[config.mk]
export PLATFORM = sky130hd
export DESIGN_NAME = pod_top
export DESIGN_NICKNAME = d
export VERILOG_FILES = /design/src/core/pod_pkg.sv /design/src/core/pod_sync.sv /design/src/core/pod_rotary.sv /design/src/core/pod_top.sv
export VERILOG_INCLUDE_DIRS = /design/src /design/src/core
export SDC_FILE = /design/constraint.sdc
export NUM_CORES = 1
export LEC_CHECK = 0
export ABC_AREA = 1
export BUFFER_PORTS_ARGS = -buffer_cell sky130_fd_sc_hd__buf_2
export CORE_MARGIN = 8
export CORE_UTILIZATION = 64
export DETAILED_ROUTE_END_ITERATION = 12
export HOLD_SLACK_MARGIN = 0.06
export PLACE_DENSITY_LB_ADDON = 0.08
export SKIP_CTS_REPAIR_TIMING = 1
export SLEW_MARGIN = 25
export SYNTH_ARGS = -nofsm -noshare
export SYNTH_HDL_FRONTEND = slang
export SYNTH_SLANG_ARGS = --single-unit
[constraint.sdc]
create_clock -name MCLK -period 15.3 [get_ports MCLK]
set_clock_uncertainty 0.1 [all_clocks]
set_input_delay 3.06 -clock MCLK [delete_from_list [all_inputs] [get_ports MCLK]]
set_output_delay 3.06 -clock MCLK [all_outputs]
set_load 0.005 [all_outputs]
[src/core/pod_defs.svh]
// Offsets, field positions, reset values and timing counts of the positioning option block
`ifndef POD_DEFS_SVH
`define POD_DEFS_SVH

// ----------------------------------------------------------------
// Object indices
// ----------------------------------------------------------------
`define POD_IDX_OPTION 16'h60F2
`define POD_IDX_FOLLOW 16'h60F4
`define POD_IDX_DIN 16'h60FD

// ----------------------------------------------------------------
// Reset values
// ----------------------------------------------------------------
`define POD_OPTION_RST 16'h0001
`define POD_FOLLOW_RST 32'h0000_0000
`define POD_DIN_RST 32'h0000_0000

// ----------------------------------------------------------------
// Option word fields
// ----------------------------------------------------------------
`define POD_REL_LSB 0
`define POD_REL_MSB 1
`define POD_SREL_LSB 4
`define POD_SREL_MSB 5
`define POD_ROT_LSB 6
`define POD_ROT_MSB 7

// ----------------------------------------------------------------
// Input word fields
// ----------------------------------------------------------------
`define POD_DIN_NEG_LIMIT 0
`define POD_DIN_POS_LIMIT 1
`define POD_DIN_HOME 2
`define POD_DIN_GP_LSB 16
`define POD_DIN_GP_COUNT 8

// ----------------------------------------------------------------
// Timing
// ----------------------------------------------------------------
`define POD_SYNC_STAGES 2

`endif

[src/core/pod_pkg.sv]
// Types shared by the positioning option block
package pod_pkg;

  typedef enum logic [1:0] {
    POD_REL_PREV_TARGET = 2'h0,
    POD_REL_RAMP = 2'h1,
    POD_REL_ACTUAL = 2'h2,
    POD_REL_RSVD = 2'h3
  } pod_rel_t;

  typedef enum logic [1:0] {
    POD_SREL_HANDSHAKE = 2'h0,
    POD_SREL_ON_REACHED = 2'h1,
    POD_SREL_ASAP = 2'h2,
    POD_SREL_RSVD = 2'h3
  } pod_srel_t;

  typedef enum logic [1:0] {
    POD_ROT_LINEAR = 2'h0,
    POD_ROT_NEG_ONLY = 2'h1,
    POD_ROT_POS_ONLY = 2'h2,
    POD_ROT_SHORTEST = 2'h3
  } pod_rot_t;

  typedef enum logic [3:0] {
    POD_ST_IDLE = 4'h1,
    POD_ST_HOLD = 4'h2,
    POD_ST_RELEASE = 4'h4,
    POD_ST_ACK_CLR = 4'h8
  } pod_state_t;

  typedef struct packed {
    pod_state_t st;
    logic [15:0] opt;
    logic new_q;
    logic have_tgt;
    logic [31:0] abs_tgt;
    logic dir_pos;
    logic wrap;
    logic start;
    logic sp_clr;
    logic ack_clr;
    logic [31:0] follow;
    logic [31:0] din;
    logic [31:0] rdata;
    logic ack;
    logic err;
  } pod_regs_t;

endpackage : pod_pkg

[src/core/pod_sync.sv]
// Two-stage synchroniser for a group of pin inputs
module pod_sync import pod_pkg::*; #(
  parameter int W = 1
) (
  // Clock and reset
  input wire logic clk,
  input wire logic rst,
  // Data
  input wire logic [W-1:0] d,
  output logic [W-1:0] q
);

  logic [W-1:0] meta_r;

  always_ff @(posedge clk) begin
    if (rst) begin
      meta_r <= '0;
      q <= '0;
    end else begin
      meta_r <= d;
      q <= meta_r;
    end
  end

endmodule : pod_sync

[src/core/pod_rotary.sv]
// Rotary direction policy and range wrap for a new absolute target
module pod_rotary import pod_pkg::*; (
  // Policy
  input wire pod_rot_t mode,
  // Positions
  input wire logic signed [31:0] target,
  input wire logic signed [31:0] actual,
  input wire logic signed [31:0] range_min,
  input wire logic signed [31:0] range_max,
  // Result
  output logic signed [31:0] target_out,
  output logic dir_pos,
  output logic wrap
);

  logic signed [32:0] span;
  logic signed [32:0] diff;
  logic signed [32:0] dmod;

  always_comb begin
    span = 33'(range_max) - 33'(range_min);
    diff = 33'(target) - 33'(actual);
    dmod = (diff < 0) ? diff + span : diff;
    target_out = target;
    dir_pos = (diff >= 0);
    wrap = 1'b0;
    case (mode)
      POD_ROT_LINEAR: begin
        // Reaching range_max or going below range_min moves the setpoint by one span toward the other end
        if (span > 0 && target >= range_max) begin
          target_out = 32'(33'(target) - span);
          wrap = 1'b1;
        end else if (span > 0 && target < range_min) begin
          target_out = 32'(33'(target) + span);
          wrap = 1'b1;
        end
      end
      POD_ROT_NEG_ONLY: begin
        dir_pos = 1'b0;
        wrap = (target > actual);
      end
      POD_ROT_POS_ONLY: begin
        dir_pos = 1'b1;
        wrap = (target < actual);
      end
      default: begin
        // Half a turn is span/2; below it the positive way is shorter
        dir_pos = (dmod < (span >>> 1));
        wrap = (dir_pos != (diff >= 0));
      end
    endcase
  end

endmodule : pod_rotary

[src/core/pod_top.sv]
// Positioning option decode with following error and input word objects
// Summary of operation
// - Option word 16-bit RW, presets 0001h
// - Relative option used only when bit6 set
// - Code 00: base is previous target, else zero
// - Code 01: base is ramp generator output
// - Code 10: base is actual position
// - Auto release clears setpoint, then acknowledge
// - Code 00: no automatic setpoint release
// - Code 01: release when target reached
// - Code 10: release as soon as possible
// - Linear axis wraps at range limits
// - Code 01: negative direction only
// - Code 10: positive direction only
// - Code 11: shortest path direction
// - Signed following error, read only, zero preset
// - Limit and home switches in bits 0-2
// - General inputs 1-8 on bits 16-23
`include "pod_defs.svh"

module pod_top import pod_pkg::*; #(
  parameter int GP_INPUTS_USED = 8
) (
  // Clock and reset
  input wire logic MCLK,
  input wire logic RST,
  // Object access
  input wire logic [15:0] OD_INDEX,
  input wire logic OD_WR,
  input wire logic OD_RD,
  input wire logic [31:0] OD_WDATA,
  output logic [31:0] OD_RDATA,
  output logic OD_ACK,
  output logic OD_ERR,
  // Controlword and statusword interface
  input wire logic CW_NEW_SETPOINT,
  input wire logic CW_RELATIVE,
  input wire logic TARGET_REACHED,
  output logic CW_SETPOINT_CLR,
  output logic SW_ACK_CLR,
  // Positions from ramp, encoder and limit objects
  input wire logic [31:0] TARGET_POS,
  input wire logic [31:0] RAMP_POS,
  input wire logic [31:0] ACTUAL_POS,
  input wire logic [31:0] RANGE_MIN,
  input wire logic [31:0] RANGE_MAX,
  // Move command to ramp generator
  output logic [31:0] ABS_TARGET,
  output logic MOVE_DIR_POS,
  output logic MOVE_WRAP,
  output logic MOVE_START,
  // Switch and input pins
  input wire logic NEGATIVE_LIMIT_SWITCH,
  input wire logic POSITIVE_LIMIT_SWITCH,
  input wire logic HOME_SWITCH,
  input wire logic [7:0] GP_IN
);

  // ----------------------------------------------------------------
  // Pin synchronisers
  // ----------------------------------------------------------------
  logic [10:0] pins_raw;
  logic [10:0] pins_s;

  assign pins_raw = {GP_IN, HOME_SWITCH, POSITIVE_LIMIT_SWITCH, NEGATIVE_LIMIT_SWITCH};

  pod_sync #(.W(11)) u_sync (
    .clk(MCLK),
    .rst(RST),
    .d(pins_raw),
    .q(pins_s)
  );

  // Named views of the synchronised pins; nothing reads the raw pins
  logic neg_lim_s;
  logic pos_lim_s;
  logic home_s;
  logic [7:0] gp_s;
  logic [31:0] din_word;

  assign neg_lim_s = pins_s[0];
  assign pos_lim_s = pins_s[1];
  assign home_s = pins_s[2];
  assign gp_s = pins_s[10:3];

  // ----------------------------------------------------------------
  // Decoded option fields
  // ----------------------------------------------------------------
  pod_regs_t r;
  pod_regs_t n;
  pod_rel_t rel_sel;
  pod_srel_t srel_sel;
  pod_rot_t rot_sel;
  logic [7:0] gp_mask;
  logic signed [31:0] base;
  logic signed [31:0] new_tgt;
  logic signed [31:0] rot_tgt;
  logic rot_dir;
  logic rot_wrap;
  logic new_rise;

  always_comb begin
    // Reserved encodings fall back to the default behaviour
    rel_sel = pod_rel_t'(r.opt[`POD_REL_MSB:`POD_REL_LSB]);
    if (rel_sel == POD_REL_RSVD) begin
      rel_sel = POD_REL_PREV_TARGET;
    end
    srel_sel = pod_srel_t'(r.opt[`POD_SREL_MSB:`POD_SREL_LSB]);
    if (srel_sel == POD_SREL_RSVD) begin
      srel_sel = POD_SREL_HANDSHAKE;
    end
    rot_sel = pod_rot_t'(r.opt[`POD_ROT_MSB:`POD_ROT_LSB]);
  end

  // ----------------------------------------------------------------
  // Relative base and new target
  // ----------------------------------------------------------------
  always_comb begin
    // Previous target is the wrapped one, so chained relative moves stay in range under linear code 00 only
    case (rel_sel)
      POD_REL_RAMP: base = RAMP_POS;
      POD_REL_ACTUAL: base = ACTUAL_POS;
      default: base = r.have_tgt ? r.abs_tgt : 32'h0000_0000;
    endcase
    // Absolute moves ignore the relative base entirely
    new_tgt = CW_RELATIVE ? 32'(base + TARGET_POS) : TARGET_POS;
  end

  pod_rotary u_rotary (
    .mode(rot_sel),
    .target(new_tgt),
    .actual(ACTUAL_POS),
    .range_min(RANGE_MIN),
    .range_max(RANGE_MAX),
    .target_out(rot_tgt),
    .dir_pos(rot_dir),
    .wrap(rot_wrap)
  );

  // ----------------------------------------------------------------
  // Input word mask
  // ----------------------------------------------------------------
  always_comb begin
    for (int i = 0; i < `POD_DIN_GP_COUNT; i++) begin
      gp_mask[i] = (i < GP_INPUTS_USED);
    end
  end

  // Bits outside the three switches and the used inputs read as zero
  always_comb begin
    din_word = `POD_DIN_RST;
    din_word[`POD_DIN_NEG_LIMIT] = neg_lim_s;
    din_word[`POD_DIN_POS_LIMIT] = pos_lim_s;
    din_word[`POD_DIN_HOME] = home_s;
    din_word[`POD_DIN_GP_LSB +: `POD_DIN_GP_COUNT] = gp_s & gp_mask;
  end

  // ----------------------------------------------------------------
  // Object index decode
  // ----------------------------------------------------------------
  logic hit_opt;
  logic hit_follow;
  logic hit_din;
  logic hit_ro;

  always_comb begin
    hit_opt = 1'b0;
    hit_follow = 1'b0;
    hit_din = 1'b0;
    if (OD_INDEX == `POD_IDX_OPTION) begin
      hit_opt = 1'b1;
    end else if (OD_INDEX == `POD_IDX_FOLLOW) begin
      hit_follow = 1'b1;
    end else if (OD_INDEX == `POD_IDX_DIN) begin
      hit_din = 1'b1;
    end
  end

  // Writes to these are refused without touching the object
  assign hit_ro = hit_follow || hit_din;

  assign new_rise = CW_NEW_SETPOINT && !r.new_q;

  // ----------------------------------------------------------------
  // Next state
  // ----------------------------------------------------------------
  always_comb begin
    n = r;
    n.new_q = CW_NEW_SETPOINT;
    n.start = 1'b0;
    n.sp_clr = 1'b0;
    n.ack_clr = 1'b0;
    n.ack = 1'b0;
    n.err = 1'b0;

    // Demand minus actual, wraps like the 32-bit signed object
    n.follow = 32'(RAMP_POS - ACTUAL_POS);

    n.din = din_word;

    // Setpoint sequencing
    // A rise outside idle is dropped, not queued: the controller must lower
    // the request before asking again
    case (r.st)
      POD_ST_IDLE: begin
        if (new_rise) begin
          n.abs_tgt = rot_tgt;
          n.have_tgt = 1'b1;
          n.dir_pos = rot_dir;
          n.wrap = rot_wrap;
          n.start = 1'b1;
          if (srel_sel == POD_SREL_ASAP) begin
            n.st = POD_ST_RELEASE;
          end else if (srel_sel == POD_SREL_ON_REACHED) begin
            n.st = POD_ST_HOLD;
          end else begin
            n.st = POD_ST_IDLE;
          end
        end
      end
      POD_ST_HOLD: begin
        // Reached flag may still show the previous move on the start cycle
        if (TARGET_REACHED && !r.start) begin
          n.st = POD_ST_RELEASE;
        end
      end
      POD_ST_RELEASE: begin
        n.sp_clr = 1'b1;
        n.st = POD_ST_ACK_CLR;
      end
      POD_ST_ACK_CLR: begin
        // Acknowledge drops only after the request has been released
        n.ack_clr = 1'b1;
        n.st = POD_ST_IDLE;
      end
      default: begin
        n.st = POD_ST_IDLE;
      end
    endcase

    // Object access
    if (OD_WR) begin
      n.ack = 1'b1;
      if (hit_opt) begin
        n.opt = OD_WDATA[15:0];
      end else if (hit_ro) begin
        // Read-only objects keep their value; the write is only refused
        n.err = 1'b1;
      end else begin
        n.err = 1'b1;
      end
    end else if (OD_RD) begin
      n.ack = 1'b1;
      if (hit_opt) begin
        n.rdata = {16'h0000, r.opt};
      end else if (hit_follow) begin
        n.rdata = r.follow;
      end else if (hit_din) begin
        n.rdata = r.din;
      end else begin
        n.rdata = 32'h0000_0000;
        n.err = 1'b1;
      end
    end
  end

  // ----------------------------------------------------------------
  // State register
  // ----------------------------------------------------------------
  always_ff @(posedge MCLK) begin
    if (RST) begin
      r.st <= POD_ST_IDLE;
      r.opt <= `POD_OPTION_RST;
      r.new_q <= 1'b0;
      r.have_tgt <= 1'b0;
      r.abs_tgt <= 32'h0000_0000;
      r.dir_pos <= 1'b0;
      r.wrap <= 1'b0;
      r.start <= 1'b0;
      r.sp_clr <= 1'b0;
      r.ack_clr <= 1'b0;
      r.follow <= `POD_FOLLOW_RST;
      r.din <= `POD_DIN_RST;
      r.rdata <= 32'h0000_0000;
      r.ack <= 1'b0;
      r.err <= 1'b0;
    end else begin
      r <= n;
    end
  end

  // ----------------------------------------------------------------
  // Outputs
  // ----------------------------------------------------------------
  // Every output is a field of the state register
  assign OD_RDATA = r.rdata;
  assign OD_ACK = r.ack;
  assign OD_ERR = r.err;
  assign CW_SETPOINT_CLR = r.sp_clr;
  assign SW_ACK_CLR = r.ack_clr;
  assign ABS_TARGET = r.abs_tgt;
  assign MOVE_DIR_POS = r.dir_pos;
  assign MOVE_WRAP = r.wrap;
  assign MOVE_START = r.start;

endmodule : pod_top

**Yosys cells after proc, flatten, opt, wreduce, memory -nomap -nowiden**

Cells that the tools add are included.

- Add/subtract/negate cells: 7
- $lt $le $gt $ge: 8
- Eq/ne operators: 18
- Muxes and demuxes: 36
- Bitwise gates (word level): 2
- Reduce and logical (&&, ||, !) cells: 12

Operators with widths:

| operator | count |
|---|---|
| $mux W32 | 8 |
| $sub A32 B32 Y33 | 2 |
| $add A32 B32 Y32 | 2 |
| $lt A32 B32 Y1 | 2 |
| $pmux W32 S2 | 1 |
| $sub A32 B32 Y32 | 2 |
| $eq A16 B15 Y1 const B | 3 |
| $add A33 B33 Y33 | 1 |
| $ge A33 B1 Y1 const B | 1 |
| $gt A33 B1 Y1 const B | 1 |
| $lt A33 B1 Y1 const B | 1 |
| $lt A33 B32 Y1 | 1 |
| $mux W33 | 1 |
| $ge A32 B32 Y1 | 1 |
| $gt A32 B32 Y1 | 1 |
| $mux W1 | 15 |
| $mux W4 | 3 |
| $pmux W4 S3 | 1 |
| $eq A2 B2 Y1 const B | 5 |
| $mux W2 | 5 |
| $reduce_and A2 Y1 | 4 |
| $eq A2 B1 Y1 const B | 3 |
| $pmux W1 S3 | 2 |
| $eq A4 B1 Y1 const B | 1 |
| 10 further kinds | 16 |

- Bits in registers: 179
- Input bits: 226
- Output and inout bits: 71
- Logic and storage cells: 101

**Longest topological paths before layout**

Gate-level depths: netlist of the first run.

- Depth in word-level cells: 12
- Mapped depth: 60
- Depth with buffers taken out: 59

**Cells and area by module**

From an unflattened synthesis of the first run, not the netlist that was laid out.

- Cell total of the unflattened synthesis: 4,005
- Area, all modules: 23,750.3 µm²

Modules (own cells, without submodules):

| module | times used | cells an instance | area an instance (µm²) | seq. area each (µm²) |
|---|---|---|---|---|
| pod_rotary | 1 | 2,065 | 12,042.8 | 0.0 |
| pod_top | 1 | 1,872 | 11,079.4 | 2,722.6 |
| pod_sync | 1 | 68 | 628.1 | 440.4 |

**Least setup slack after synthesis of the first run**

OpenSTA, ideal clock, no wires.

- Path kind: input -> register
- Start point: input port ACTUAL_POS[0]
- End point: register r, in the netlist MOVE_WRAP
- Setup time: 117 ps
- Data arrival time: 9,451 ps
- Required time: 15,083 ps
- Slack: 5,632 ps
- Stages on the path: 52
- Buffers on the path: 0
- Cell sequence: nand2_1 > a31oi_1 > ha_1 > inv_1 > fa_1 > inv_1 > nand3_1 > nand2_1 > nand2_1 > nand2_1 > a21oi_1 > xor2_1 > o21ai_0 > ha_1 > nand2_1 > inv_1 > a21oi_1 > nand2_1 > [... 16 more ...] > a21oi_1 > xor2_1 > o21ai_0 > ha_1 > nand2_1 > inv_1 > nand3_1 > nor4_1 > inv_1 > nor3_1 > nor3b_1 > nand2_1 > nand3_1 > nand3_1 > nand3b_1 > nand2_1 > nor2_1 > nor2_1

- Word-level cells in the longest chain between the ends: 9
- Elaborated cells on any way between the ends: 19
- Those cells by class: add/sub: 3; order compare: 7; eq/ne: 1; mux: 6; reduce/logical: 2

RTL lines:

| what | RTL line | RTL |
|---|---|---|
| start: declaration | pod_top.sv:44 | `input wire logic [31:0] ACTUAL_POS,` |
| $pmux W32 S2 | pod_top.sv:120 | `case (rel_sel)` |
| $add A32 B32 Y32 | pod_top.sv:126 | `new_tgt = CW_RELATIVE ? 32'(base + TARGET_POS) : TARGET_POS;` |
| $mux W32 | pod_top.sv:126 |  |
| $sub A32 B32 Y33 | pod_rotary.sv:22 | `diff = 33'(target) - 33'(actual);` |
| $add A33 B33 Y33 / $lt A33 B1 Y1 (equally long branches) | pod_rotary.sv:23 | `dmod = (diff < 0) ? diff + span : diff;` |
| $mux W33 | pod_rotary.sv:23 |  |
| $lt A33 B32 Y1 | pod_rotary.sv:48 | `dir_pos = (dmod < (span >>> 1));` |
| $ne A1 B1 Y1 | pod_rotary.sv:49 | `wrap = (dir_pos != (diff >= 0));` |
| $pmux W1 S3 (*) | pod_rotary.sv:27 | `case (mode)` |
| end signal: assignment | pod_top.sv:288 | `r <= n;` |
| end: declaration | pod_top.sv:89 | `pod_regs_t r;` |

Mark *: on every way between the ends. The rest lies on a longest branch, timed or not.
A chain may end at the register's enable or synchronous reset.

**Worst setup path in the final report of the first run**

- Start point: input port ACTUAL_POS[1]
- End point: register r, in the netlist MOVE_WRAP

The elaborated chain is that of the path after synthesis.

==> impl_table.tex, run 1 <==
\begin{tabular}{lr}
\hline
Metric & Value \\
\hline
\multicolumn{2}{l}{\textbf{Critical path}} \\
\quad Sort of element at the start of the critical path & primary input \\
\quad Number of cells on the worst reg-to-reg path & 50 \\
\quad CP arrival & 12.19 ns \\
\quad Sort of element at the end of the critical path & register \\
\quad Cell with the biggest individual delay on the critical path & sky130\_fd\_sc\_hd\_\_nor4\_1 \\
\quad Worst stage delay on the critical path & 0.47 ns \\
\quad Flop-to-flop setup slack & 4.87 ns \\
\quad Required time at the worst-slack endpoint & 15.53 ns \\
\quad Critical Path Most Common Cell & sky130\_fd\_sc\_hd\_\_nand2\_1 \\
\quad Category of the most critical setup path & in2reg \\
\quad Top fanout value on the critical path & 5 \\
\multicolumn{2}{l}{\textbf{Drt}} \\
\quad Number of antenna-violating nets in the routed design & 0 \\
\quad Post-route DRC & 0 \\
\quad Average wire per standard cell & 18.9 µm \\
\quad Detailed Routing Iterations Pass 1 & 8 \\
\quad Drt via density & 5.84 \\
\quad Total via count after detailed routing & 26,349 \\
\quad Total wire length after detailed routing & 85,400 µm \\
\quad DRT iter0 DRCs & 2,561 \\
\multicolumn{2}{l}{\textbf{Outcome}} \\
\quad Status & finished, final reports clean \\
\multicolumn{2}{l}{\textbf{Logic synthesis}} \\
\quad Area leader, netlist & sky130\_fd\_sc\_hd\_\_ha\_1 \\
\quad Instance count of the mapped netlist & 3,862 \\
\quad Number of distinct library cell variants in the gate-level netlist after synthesis & 68 \\
\quad Commonest cells in the netlist & sky130\_fd\_sc\_hd\_\_nand2\_1 (904), sky130\_fd\_sc\_hd\_\_inv\_1 (644), sky130\_fd\_sc\_hd\_\_a21oi\_1 (434), sky130\_fd\_sc\_hd\_\_ha\_1 (320), sky130\_fd\_sc\_hd\_\_nor2\_1 (306) \\
\quad Fraction of synthesized cell area taken by the top area cell type & 0.171 \\
\quad Top post-synthesis cells by area & sky130\_fd\_sc\_hd\_\_ha\_1 (17\%), sky130\_fd\_sc\_hd\_\_nand2\_1 (15\%), sky130\_fd\_sc\_hd\_\_dfxtp\_1 (14\%), sky130\_fd\_sc\_hd\_\_inv\_1 (10\%), sky130\_fd\_sc\_hd\_\_a21oi\_1 (9.3\%) \\
\quad Leading register cell type out of synthesis & sky130\_fd\_sc\_hd\_\_dfxtp\_1 \\
\quad Total nets after synthesis & 4,415 \\
\quad Synthesized area divided by synthesized cell count & 6.06 µm² \\
\quad Async SR Flop Fraction & 0 \\
\quad Post-synth EDFFs & 0 \\
\quad Mapped cell area & 23,400 µm² \\
\quad Total of warnings raised by yosys & 0 \\
\quad Share of the yosys chip area belonging to registers & 0.135 \\
\quad Number of storage elements in the synthesis netlist & 158 \\
\quad Most frequently used cell type in the post-synthesis netlist & sky130\_fd\_sc\_hd\_\_nand2\_1 \\
\multicolumn{2}{l}{\textbf{Pwr}} \\
\quad Share of total power in combinational logic & 0.687 \\
\quad Switching power of the nets & 1530 µW \\
\quad Internal power component & 1400 µW \\
\quad Clk pwr share & 0.154 \\
\quad Leakage power total & 0.0138 µW \\
\quad Worst IR Drop VDD & 93.3 µV \\
\quad Sw Share & 0.523 \\
\quad Flop pwr share & 0.160 \\
\quad Ratio of total power to cell area & 116 nW/µm² \\
\multicolumn{2}{l}{\textbf{Placement}} \\
\quad Number of input and output port buffers inserted & 280 \\
\quad Half-perimeter wire length after detailed placement & 70,700 µm \\
\quad Final Wtd Congestion & 1.06 \\
\multicolumn{2}{l}{\textbf{STA}} \\
\quad Worst hold slack & 0.300 ns \\
\quad Fin. Hold Viols & 0 \\
\quad Final critical delay including setup and external delays & 11.97 ns \\
\quad Relative slew margins & 0.304 \\
\quad Finish-stage setup viols & 0 \\
\quad Final-layout setup total negative slack & 0 ns \\
\quad Max Slew Vio Count & 0 \\
\quad Transition time of the tightest slew-check pin & 1.03 ns \\
\quad Unrepaired setup endpoints after global routing & false \\
\quad Maximum clock rate & 83.6 MHz \\
\quad Share of the clock period used by the worst path & 0.782 \\
\multicolumn{2}{l}{\textbf{Floorplan}} \\
\quad Number of rows in the core area & 70 \\
\quad Die area & 42,900 µm² \\
\quad Io pins & 297 \\
\quad Die height & 207 µm \\
\quad Effective utilization at floorplan & 0.645 \\
\quad Area of the core & 36,300 µm² \\
\quad DIE WIDTH & 207 µm \\
\multicolumn{2}{l}{\textbf{Hold path}} \\
\quad Hold depth & 2 \\
\quad Worst Hold Class & reg2reg \\
\multicolumn{2}{l}{\textbf{GRT}} \\
\quad Number of antenna violations at the first check in global routing & 1 \\
\quad Vias in the first global route & 24,736 \\
\quad Overall routing resource usage & 0.378 \\
\quad Aggregate global routing overflow & 0 \\
\quad First-pass GRT wire length & 132,000 µm \\
\quad Maximum number of pins on one net before global-route repair & 74 \\
\multicolumn{2}{l}{\textbf{Final layout}} \\
\quad Share of layout cells above drive strength 1 & 0.103 \\
\quad Total number of nets in the final design & 4,580 \\
\quad Relative area change from synthesis to final layout & 7.90\% \\
\multicolumn{2}{l}{\textbf{CTS}} \\
\quad Clock edge transition at the registers on the reported setup and hold paths & 0.06 ns \\
\quad Root Buffer Master & sky130\_fd\_sc\_hd\_\_clkbuf\_16 \\
\quad Clock latency on the worst-skew pair & 0.44 ns \\
\quad Number of buffers on the longest clock path & 2 \\
\quad TritonCTS clock tree & done \\
\quad Clock buffers created by TritonCTS & 17 \\
\quad Number of H-tree levels & 4 \\
\quad TritonCTS sink count & 158 \\
\multicolumn{2}{l}{\textbf{Run}} \\
\quad Max-Cap Viols & 0 \\
\hline
\end{tabular}
==> cell families (layout without fill, tap and decap cells) <==
kind of cell / count (synthesis) / after routing / share of synthesized area
other: 0 / 4 / 0
and+or+nand+nor: 1520 / 1520 / 0.273
AOI/OAI and AO/OA: 910 / 910 / 0.217
buffers and inverters: 812 / 989 / 0.146
adders and majority gates: 327 / 327 / 0.177
DFF: 158 / 158 / 0.135
xor gates and xnor gates: 135 / 135 / 0.0520
==> registers in the layout (all words and copies together) (netlist names) <==
name / count
OD_ACK: 1
MOVE_START: 1
u_sync.meta_r: 11
MOVE_WRAP: 1
OD_ERR: 1
OD_RDATA: 32
MOVE_DIR_POS: 1
SW_ACK_CLR: 1
r: 65
u_sync.q: 11
ABS_TARGET: 32
CW_SETPOINT_CLR: 1
==> layout make-up <==
class,count,area (µm²)
flip-flops and latches,158,3160
fillers,3437,11000
clock inverters,11,154
inverters,652,2450
repair buffers,306,1600
diodes,4,10.0
well taps,468,586
clock buffers,20,457
multi-input cells,2892,16800
==> worst max-delay path: cells and delay by family <==
family / cells / cell delay [ns]
compound gates: 16 / 3.52
buf+inv: 8 / 1.04
xor+xnor: 2 / 0.53
fa+ha+maj: 4 / 1.22
simple gates: 20 / 2.81
==> cell usage in the layout, fill, tap and decap left out, types with 8 or more instances in the layout <==
cell type / instances
sky130_fd_sc_hd__o21a_1: 19
sky130_fd_sc_hd__a32o_1: 8
sky130_fd_sc_hd__nand2_1: 903
sky130_fd_sc_hd__nand3b_1: 10
sky130_fd_sc_hd__nand2_2: 20
sky130_fd_sc_hd__o22ai_1: 18
sky130_fd_sc_hd__xor2_1: 103
sky130_fd_sc_hd__o221ai_1: 16
sky130_fd_sc_hd__o21bai_1: 15
sky130_fd_sc_hd__a21boi_0: 17
sky130_fd_sc_hd__xnor2_1: 29
sky130_fd_sc_hd__nor2_2: 13
sky130_fd_sc_hd__o21ai_0: 250
sky130_fd_sc_hd__or2_2: 9
sky130_fd_sc_hd__nor3_1: 42
sky130_fd_sc_hd__nand3_1: 137
sky130_fd_sc_hd__inv_1: 644
sky130_fd_sc_hd__dfxtp_1: 158
sky130_fd_sc_hd__nor4_1: 13
sky130_fd_sc_hd__a31oi_1: 50
sky130_fd_sc_hd__buf_2: 280
sky130_fd_sc_hd__clkbuf_16: 17
sky130_fd_sc_hd__ha_1: 319
sky130_fd_sc_hd__a21oi_1: 434
sky130_fd_sc_hd__nand4_1: 40
sky130_fd_sc_hd__buf_4: 25
sky130_fd_sc_hd__o21ai_1: 16
sky130_fd_sc_hd__nor2_1: 304
sky130_fd_sc_hd__o211ai_1: 12
sky130_fd_sc_hd__a21o_1: 18
==> stage by stage <==
step	total power (µW)	cells	instance area [µm²]	worst slack [ns]	util
6_report	2930	4511	25200	3.33	0.696
3_5_place_dp	2410	4476	24600	3.42	0.679
3_3_place_gp	2390	4475	24600	3.49	0.678
5_1_grt	3150	4507	25200	2.68	0.696
2_1_floorplan	1900	3862	23400	5.63	-
4_1_cts	2870	4507	25200	3.70	0.696
==> power groups by stage <==
| stage | sequential [µW] | clock (µW) | combinational (µW) |
|---|---|---|---|
| 4_1_cts | 466 | 448 | 1950 |
| 3_5_place_dp | 475 | 0 | 1940 |
| 2_1_floorplan | 464 | 0 | 1430 |
| 6_report | 467 | 450 | 2010 |
| 3_3_place_gp | 474 | 0 | 1920 |
| 5_1_grt | 469 | 466 | 2220 |
==> final timing paths <==
| path | startpoint | to |
|---|---|---|
| max reg2reg | r[137] | MOVE_WRAP |
| min reg2reg | u_sync.meta_r[7] | u_sync.q[7] |
| min | u_sync.meta_r[7] | u_sync.q[7] |
| max | ACTUAL_POS[1] | MOVE_WRAP |
==> metal layers <==
layer | routed length, µm | GRT usage | up-vias
met5 | 0 | 0 | -
met4 | 5000 | 0.203 | 0
met3 | 7220 | 0.0432 | 255
met1 | 34000 | 0.463 | 11812
li1 | - | - | 12934
met2 | 39100 | 0.645 | 1348
Power figures use the tool's default switching activity.
==> run 2: changes to the inputs <==
ABC_AREA = 0   (was 1)
CORE_UTILIZATION = 54   (was 64)
clock period = 10.6 ns   (was 15.3 ns; I/O delays follow)
==> impl_table.tex, run 2 <==
\begin{tabular}{lr}
\hline
Metric & Value \\
\hline
\multicolumn{2}{l}{\textbf{Outcome}} \\
\quad Status & finished, violations left \\
\quad Violations in the final reports & negative setup slack \\
\multicolumn{2}{l}{\textbf{Run}} \\
\quad Max-Cap Viols & 0 \\
\multicolumn{2}{l}{\textbf{Floorplan}} \\
\quad DIE WIDTH & 211 µm \\
\quad Effective utilization at floorplan & 0.548 \\
\quad Die height & 211 µm \\
\quad Die area & 44,600 µm² \\
\quad Area of the core & 37,600 µm² \\
\quad Io pins & 297 \\
\quad Number of rows in the core area & 71 \\
\multicolumn{2}{l}{\textbf{Logic synthesis}} \\
\quad Leading register cell type out of synthesis & sky130\_fd\_sc\_hd\_\_dfxtp\_1 \\
\quad Total nets after synthesis & 3,313 \\
\quad Post-synth EDFFs & 0 \\
\quad Area leader, netlist & sky130\_fd\_sc\_hd\_\_ha\_1 \\
\quad Most frequently used cell type in the post-synthesis netlist & sky130\_fd\_sc\_hd\_\_ha\_1 \\
\quad Share of the yosys chip area belonging to registers & 0.154 \\
\quad Async SR Flop Fraction & 0 \\
\quad Total of warnings raised by yosys & 0 \\
\quad Mapped cell area & 20,600 µm² \\
\quad Synthesized area divided by synthesized cell count & 7.46 µm² \\
\quad Number of storage elements in the synthesis netlist & 158 \\
\quad Top post-synthesis cells by area & sky130\_fd\_sc\_hd\_\_ha\_1 (19\%), sky130\_fd\_sc\_hd\_\_dfxtp\_1 (15\%), sky130\_fd\_sc\_hd\_\_a21oi\_1 (6.8\%), sky130\_fd\_sc\_hd\_\_nor2\_1 (4.4\%), sky130\_fd\_sc\_hd\_\_inv\_1 (4.0\%) \\
\quad Commonest cells in the netlist & sky130\_fd\_sc\_hd\_\_ha\_1 (320), sky130\_fd\_sc\_hd\_\_a21oi\_1 (279), sky130\_fd\_sc\_hd\_\_nor2\_1 (240), sky130\_fd\_sc\_hd\_\_inv\_1 (222), sky130\_fd\_sc\_hd\_\_nand2\_1 (203) \\
\quad Instance count of the mapped netlist & 2,760 \\
\quad Fraction of synthesized cell area taken by the top area cell type & 0.194 \\
\quad Number of distinct library cell variants in the gate-level netlist after synthesis & 91 \\
\multicolumn{2}{l}{\textbf{Critical path}} \\
\quad Cell with the biggest individual delay on the critical path & sky130\_fd\_sc\_hd\_\_o41a\_1 \\
\quad Number of cells on the worst reg-to-reg path & 50 \\
\quad Category of the most critical setup path & in2reg \\
\quad Sort of element at the start of the critical path & primary input \\
\quad End of the worst register-to-register path & MOVE\_WRAP \\
\quad Worst stage delay on the critical path & 0.47 ns \\
\quad Required time at the worst-slack endpoint & 10.85 ns \\
\quad Launch instance of the worst register-to-register path & r[137] \\
\quad Cell class contributing the biggest share of worst-path delay & compound AO/OA/AOI/OAI gates \\
\quad Top fanout value on the critical path & 4 \\
\quad Flop-to-flop setup slack & 0.57 ns \\
\quad Critical path startpoint & RAMP\_POS[3] \\
\quad Sort of element at the end of the critical path & register \\
\quad Buf/Inv on CP & 4 \\
\quad CP arrival & 11.08 ns \\
\quad Critical Path Most Common Cell & sky130\_fd\_sc\_hd\_\_a21o\_1 \\
\multicolumn{2}{l}{\textbf{Hold path}} \\
\quad Worst Hold Class & reg2reg \\
\quad Worst Min Path Start & u\_sync.meta\_r[6] \\
\quad Hold depth & 1 \\
\quad Worst Hold End & u\_sync.q[6] \\
\multicolumn{2}{l}{\textbf{STA}} \\
\quad Relative slew margins & 0.280 \\
\quad Unrepaired setup endpoints after global routing & true \\
\quad Share of the clock period used by the worst path & 1.02 \\
\quad Post-route worst setup slack & -0.229 ns \\
\quad Finish-stage setup viols & 1 \\
\quad Transition time of the tightest slew-check pin & 1.07 ns \\
\quad Worst hold slack & 0.341 ns \\
\quad Final-layout setup total negative slack & -0.229 ns \\
\quad Final critical delay including setup and external delays & 10.83 ns \\
\quad Fin. Hold Viols & 0 \\
\quad Maximum clock rate & 92.3 MHz \\
\quad Max Slew Vio Count & 0 \\
\multicolumn{2}{l}{\textbf{GRT}} \\
\quad First-pass GRT wire length & 114,000 µm \\
\quad Vias in the first global route & 21,717 \\
\quad Aggregate global routing overflow & 0 \\
\quad Number of antenna violations at the first check in global routing & 6 \\
\quad Overall routing resource usage & 0.320 \\
\quad Maximum number of pins on one net before global-route repair & 71 \\
\multicolumn{2}{l}{\textbf{CTS}} \\
\quad TritonCTS clock tree & done \\
\quad TritonCTS sink count & 158 \\
\quad Clock latency on the worst-skew pair & 0.44 ns \\
\quad Clock edge transition at the registers on the reported setup and hold paths & 0.08 ns \\
\quad Number of buffers on the longest clock path & 2 \\
\quad Root Buffer Master & sky130\_fd\_sc\_hd\_\_clkbuf\_16 \\
\quad Number of H-tree levels & 4 \\
\quad Clock buffers created by TritonCTS & 17 \\
\multicolumn{2}{l}{\textbf{Final layout}} \\
\quad Biggest register & r \\
\quad Non-Filler Instances & 3,696 \\
\quad Most common cell after layout, fill and taps aside & sky130\_fd\_sc\_hd\_\_ha\_1 \\
\quad Commonest cells after routing, fill and taps aside & sky130\_fd\_sc\_hd\_\_ha\_1 (315), sky130\_fd\_sc\_hd\_\_buf\_2 (278), sky130\_fd\_sc\_hd\_\_a21oi\_1 (271), sky130\_fd\_sc\_hd\_\_buf\_4 (271), sky130\_fd\_sc\_hd\_\_nor2\_1 (240) \\
\quad Number of flip-flops under the largest register name & 65 \\
\quad Relative area change from synthesis to final layout & 19.8\% \\
\quad Fill cells & 3,439 \\
\quad Share of layout cells above drive strength 1 & 0.221 \\
\quad Total number of nets in the final design & 3,718 \\
\multicolumn{2}{l}{\textbf{Drt}} \\
\quad Drt via density & 6.05 \\
\quad Average wire per standard cell & 20.3 µm \\
\quad Total via count after detailed routing & 22,346 \\
\quad Total wire length after detailed routing & 75,100 µm \\
\quad Detailed Routing Iterations Pass 1 & 8 \\
\quad Post-route DRC & 0 \\
\quad DRT iter0 DRCs & 2,203 \\
\quad Number of antenna-violating nets in the routed design & 0 \\
\multicolumn{2}{l}{\textbf{Placement}} \\
\quad Post-place setup slack & -0.935 ns \\
\quad Half-perimeter wire length after detailed placement & 61,800 µm \\
\quad Final Wtd Congestion & 0.958 \\
\quad Cell count after placement & 3,646 \\
\quad Number of input and output port buffers inserted & 280 \\
\multicolumn{2}{l}{\textbf{Pwr}} \\
\quad Worst IR Drop VDD & 110 µV \\
\quad Ratio of total power to cell area & 182 nW/µm² \\
\quad Leakage power total & 0.0120 µW \\
\hline
\end{tabular}
==> run 2: cell types whose count changed after synthesis, sizes merged, moves of 78 or more <==
| cell | before | now |
|---|---|---|
| a21o | 18 | 105 |
| inv | 650 | 222 |
| nand3 | 142 | 56 |
| nand2 | 925 | 204 |
| nor2 | 318 | 240 |
| o21ai | 267 | 134 |
| a21oi | 440 | 283 |
==> run 2: metrics by stage <==
stage | cell area, µm² | util | power [µW]
floorplan | 20600 | - | 2710
global placement | 23700 | 0.632 | 3620
detailed placement | 23800 | 0.632 | 3700
CTS | 24300 | 0.648 | 4330
global route | 24700 | 0.656 | 4820
finish | 24700 | 0.657 | 4490
==> run 2: cell families after synthesis <==
family / count (synthesis) / share of synthesized area
AO/OA/AOI/OAI: 898 / 0.291
AND/OR/NAND/NOR: 813 / 0.190
buffers and inverters: 389 / 0.0853
adder cells (fa/ha/maj): 327 / 0.201
flip-flops: 158 / 0.154
XOR/XNOR: 137 / 0.0583
multiplexers: 38 / 0.0207
==> run 2: power breakdown <==
part	internal, µW	switching [µW]	total [µW]
Combinational	1440	1730	3170
Sequential	644	51.5	695
Clock	318	305	622
Total	2410	2090	4490
==> run 2: area by class of cell <==
type | count | area, µm² | area share
repair buffers | 553 | 3490 | 0.141
clock buffers | 17 | 425 | 0.0172
well taps | 511 | 639 | 0.0259
multi-input cells | 2213 | 15900 | 0.646
inverters | 222 | 833 | 0.0338
flip-flops and latches | 158 | 3160 | 0.128
diodes | 7 | 17.5 | 0.000710
clock inverters | 15 | 170 | 0.00690
==> run 2: metal layers <==
metal  vias to the layer above  track usage  part of all wire
met3                       156       0.0316             0.065
li1                      10787            -                 -
met1                     10479        0.408              0.43
met4                         4        0.136             0.042
met2                       920        0.543              0.46
met5                         -            0           0.00029
==> run 2: worst reg2reg max path, delay by kind of cell, from the launching register on <==
kind | cells | cell delay, ns
flops | 1 | 0.43
simple gates | 9 | 1.06
buf+inv | 4 | 0.89
mux | 2 | 0.57
xor+xnor | 4 | 0.59
compound gates | 26 | 4.58
fa+ha+maj | 5 | 1.76
==> run 2: how the worst max path moves through the flow <==
| stage | endpoint | slack, ns | cells past startpoint |
|---|---|---|---|
| after floorplan | MOVE_WRAP | 0.04 | 47 |
| after global placement | MOVE_WRAP | -0.77 | 52 |
| after detailed placement | MOVE_WRAP | -0.94 | 52 |
| after CTS | MOVE_WRAP | -0.53 | 52 |
| after global routing | MOVE_WRAP | -0.61 | 49 |
| final | MOVE_WRAP | -0.23 | 49 |
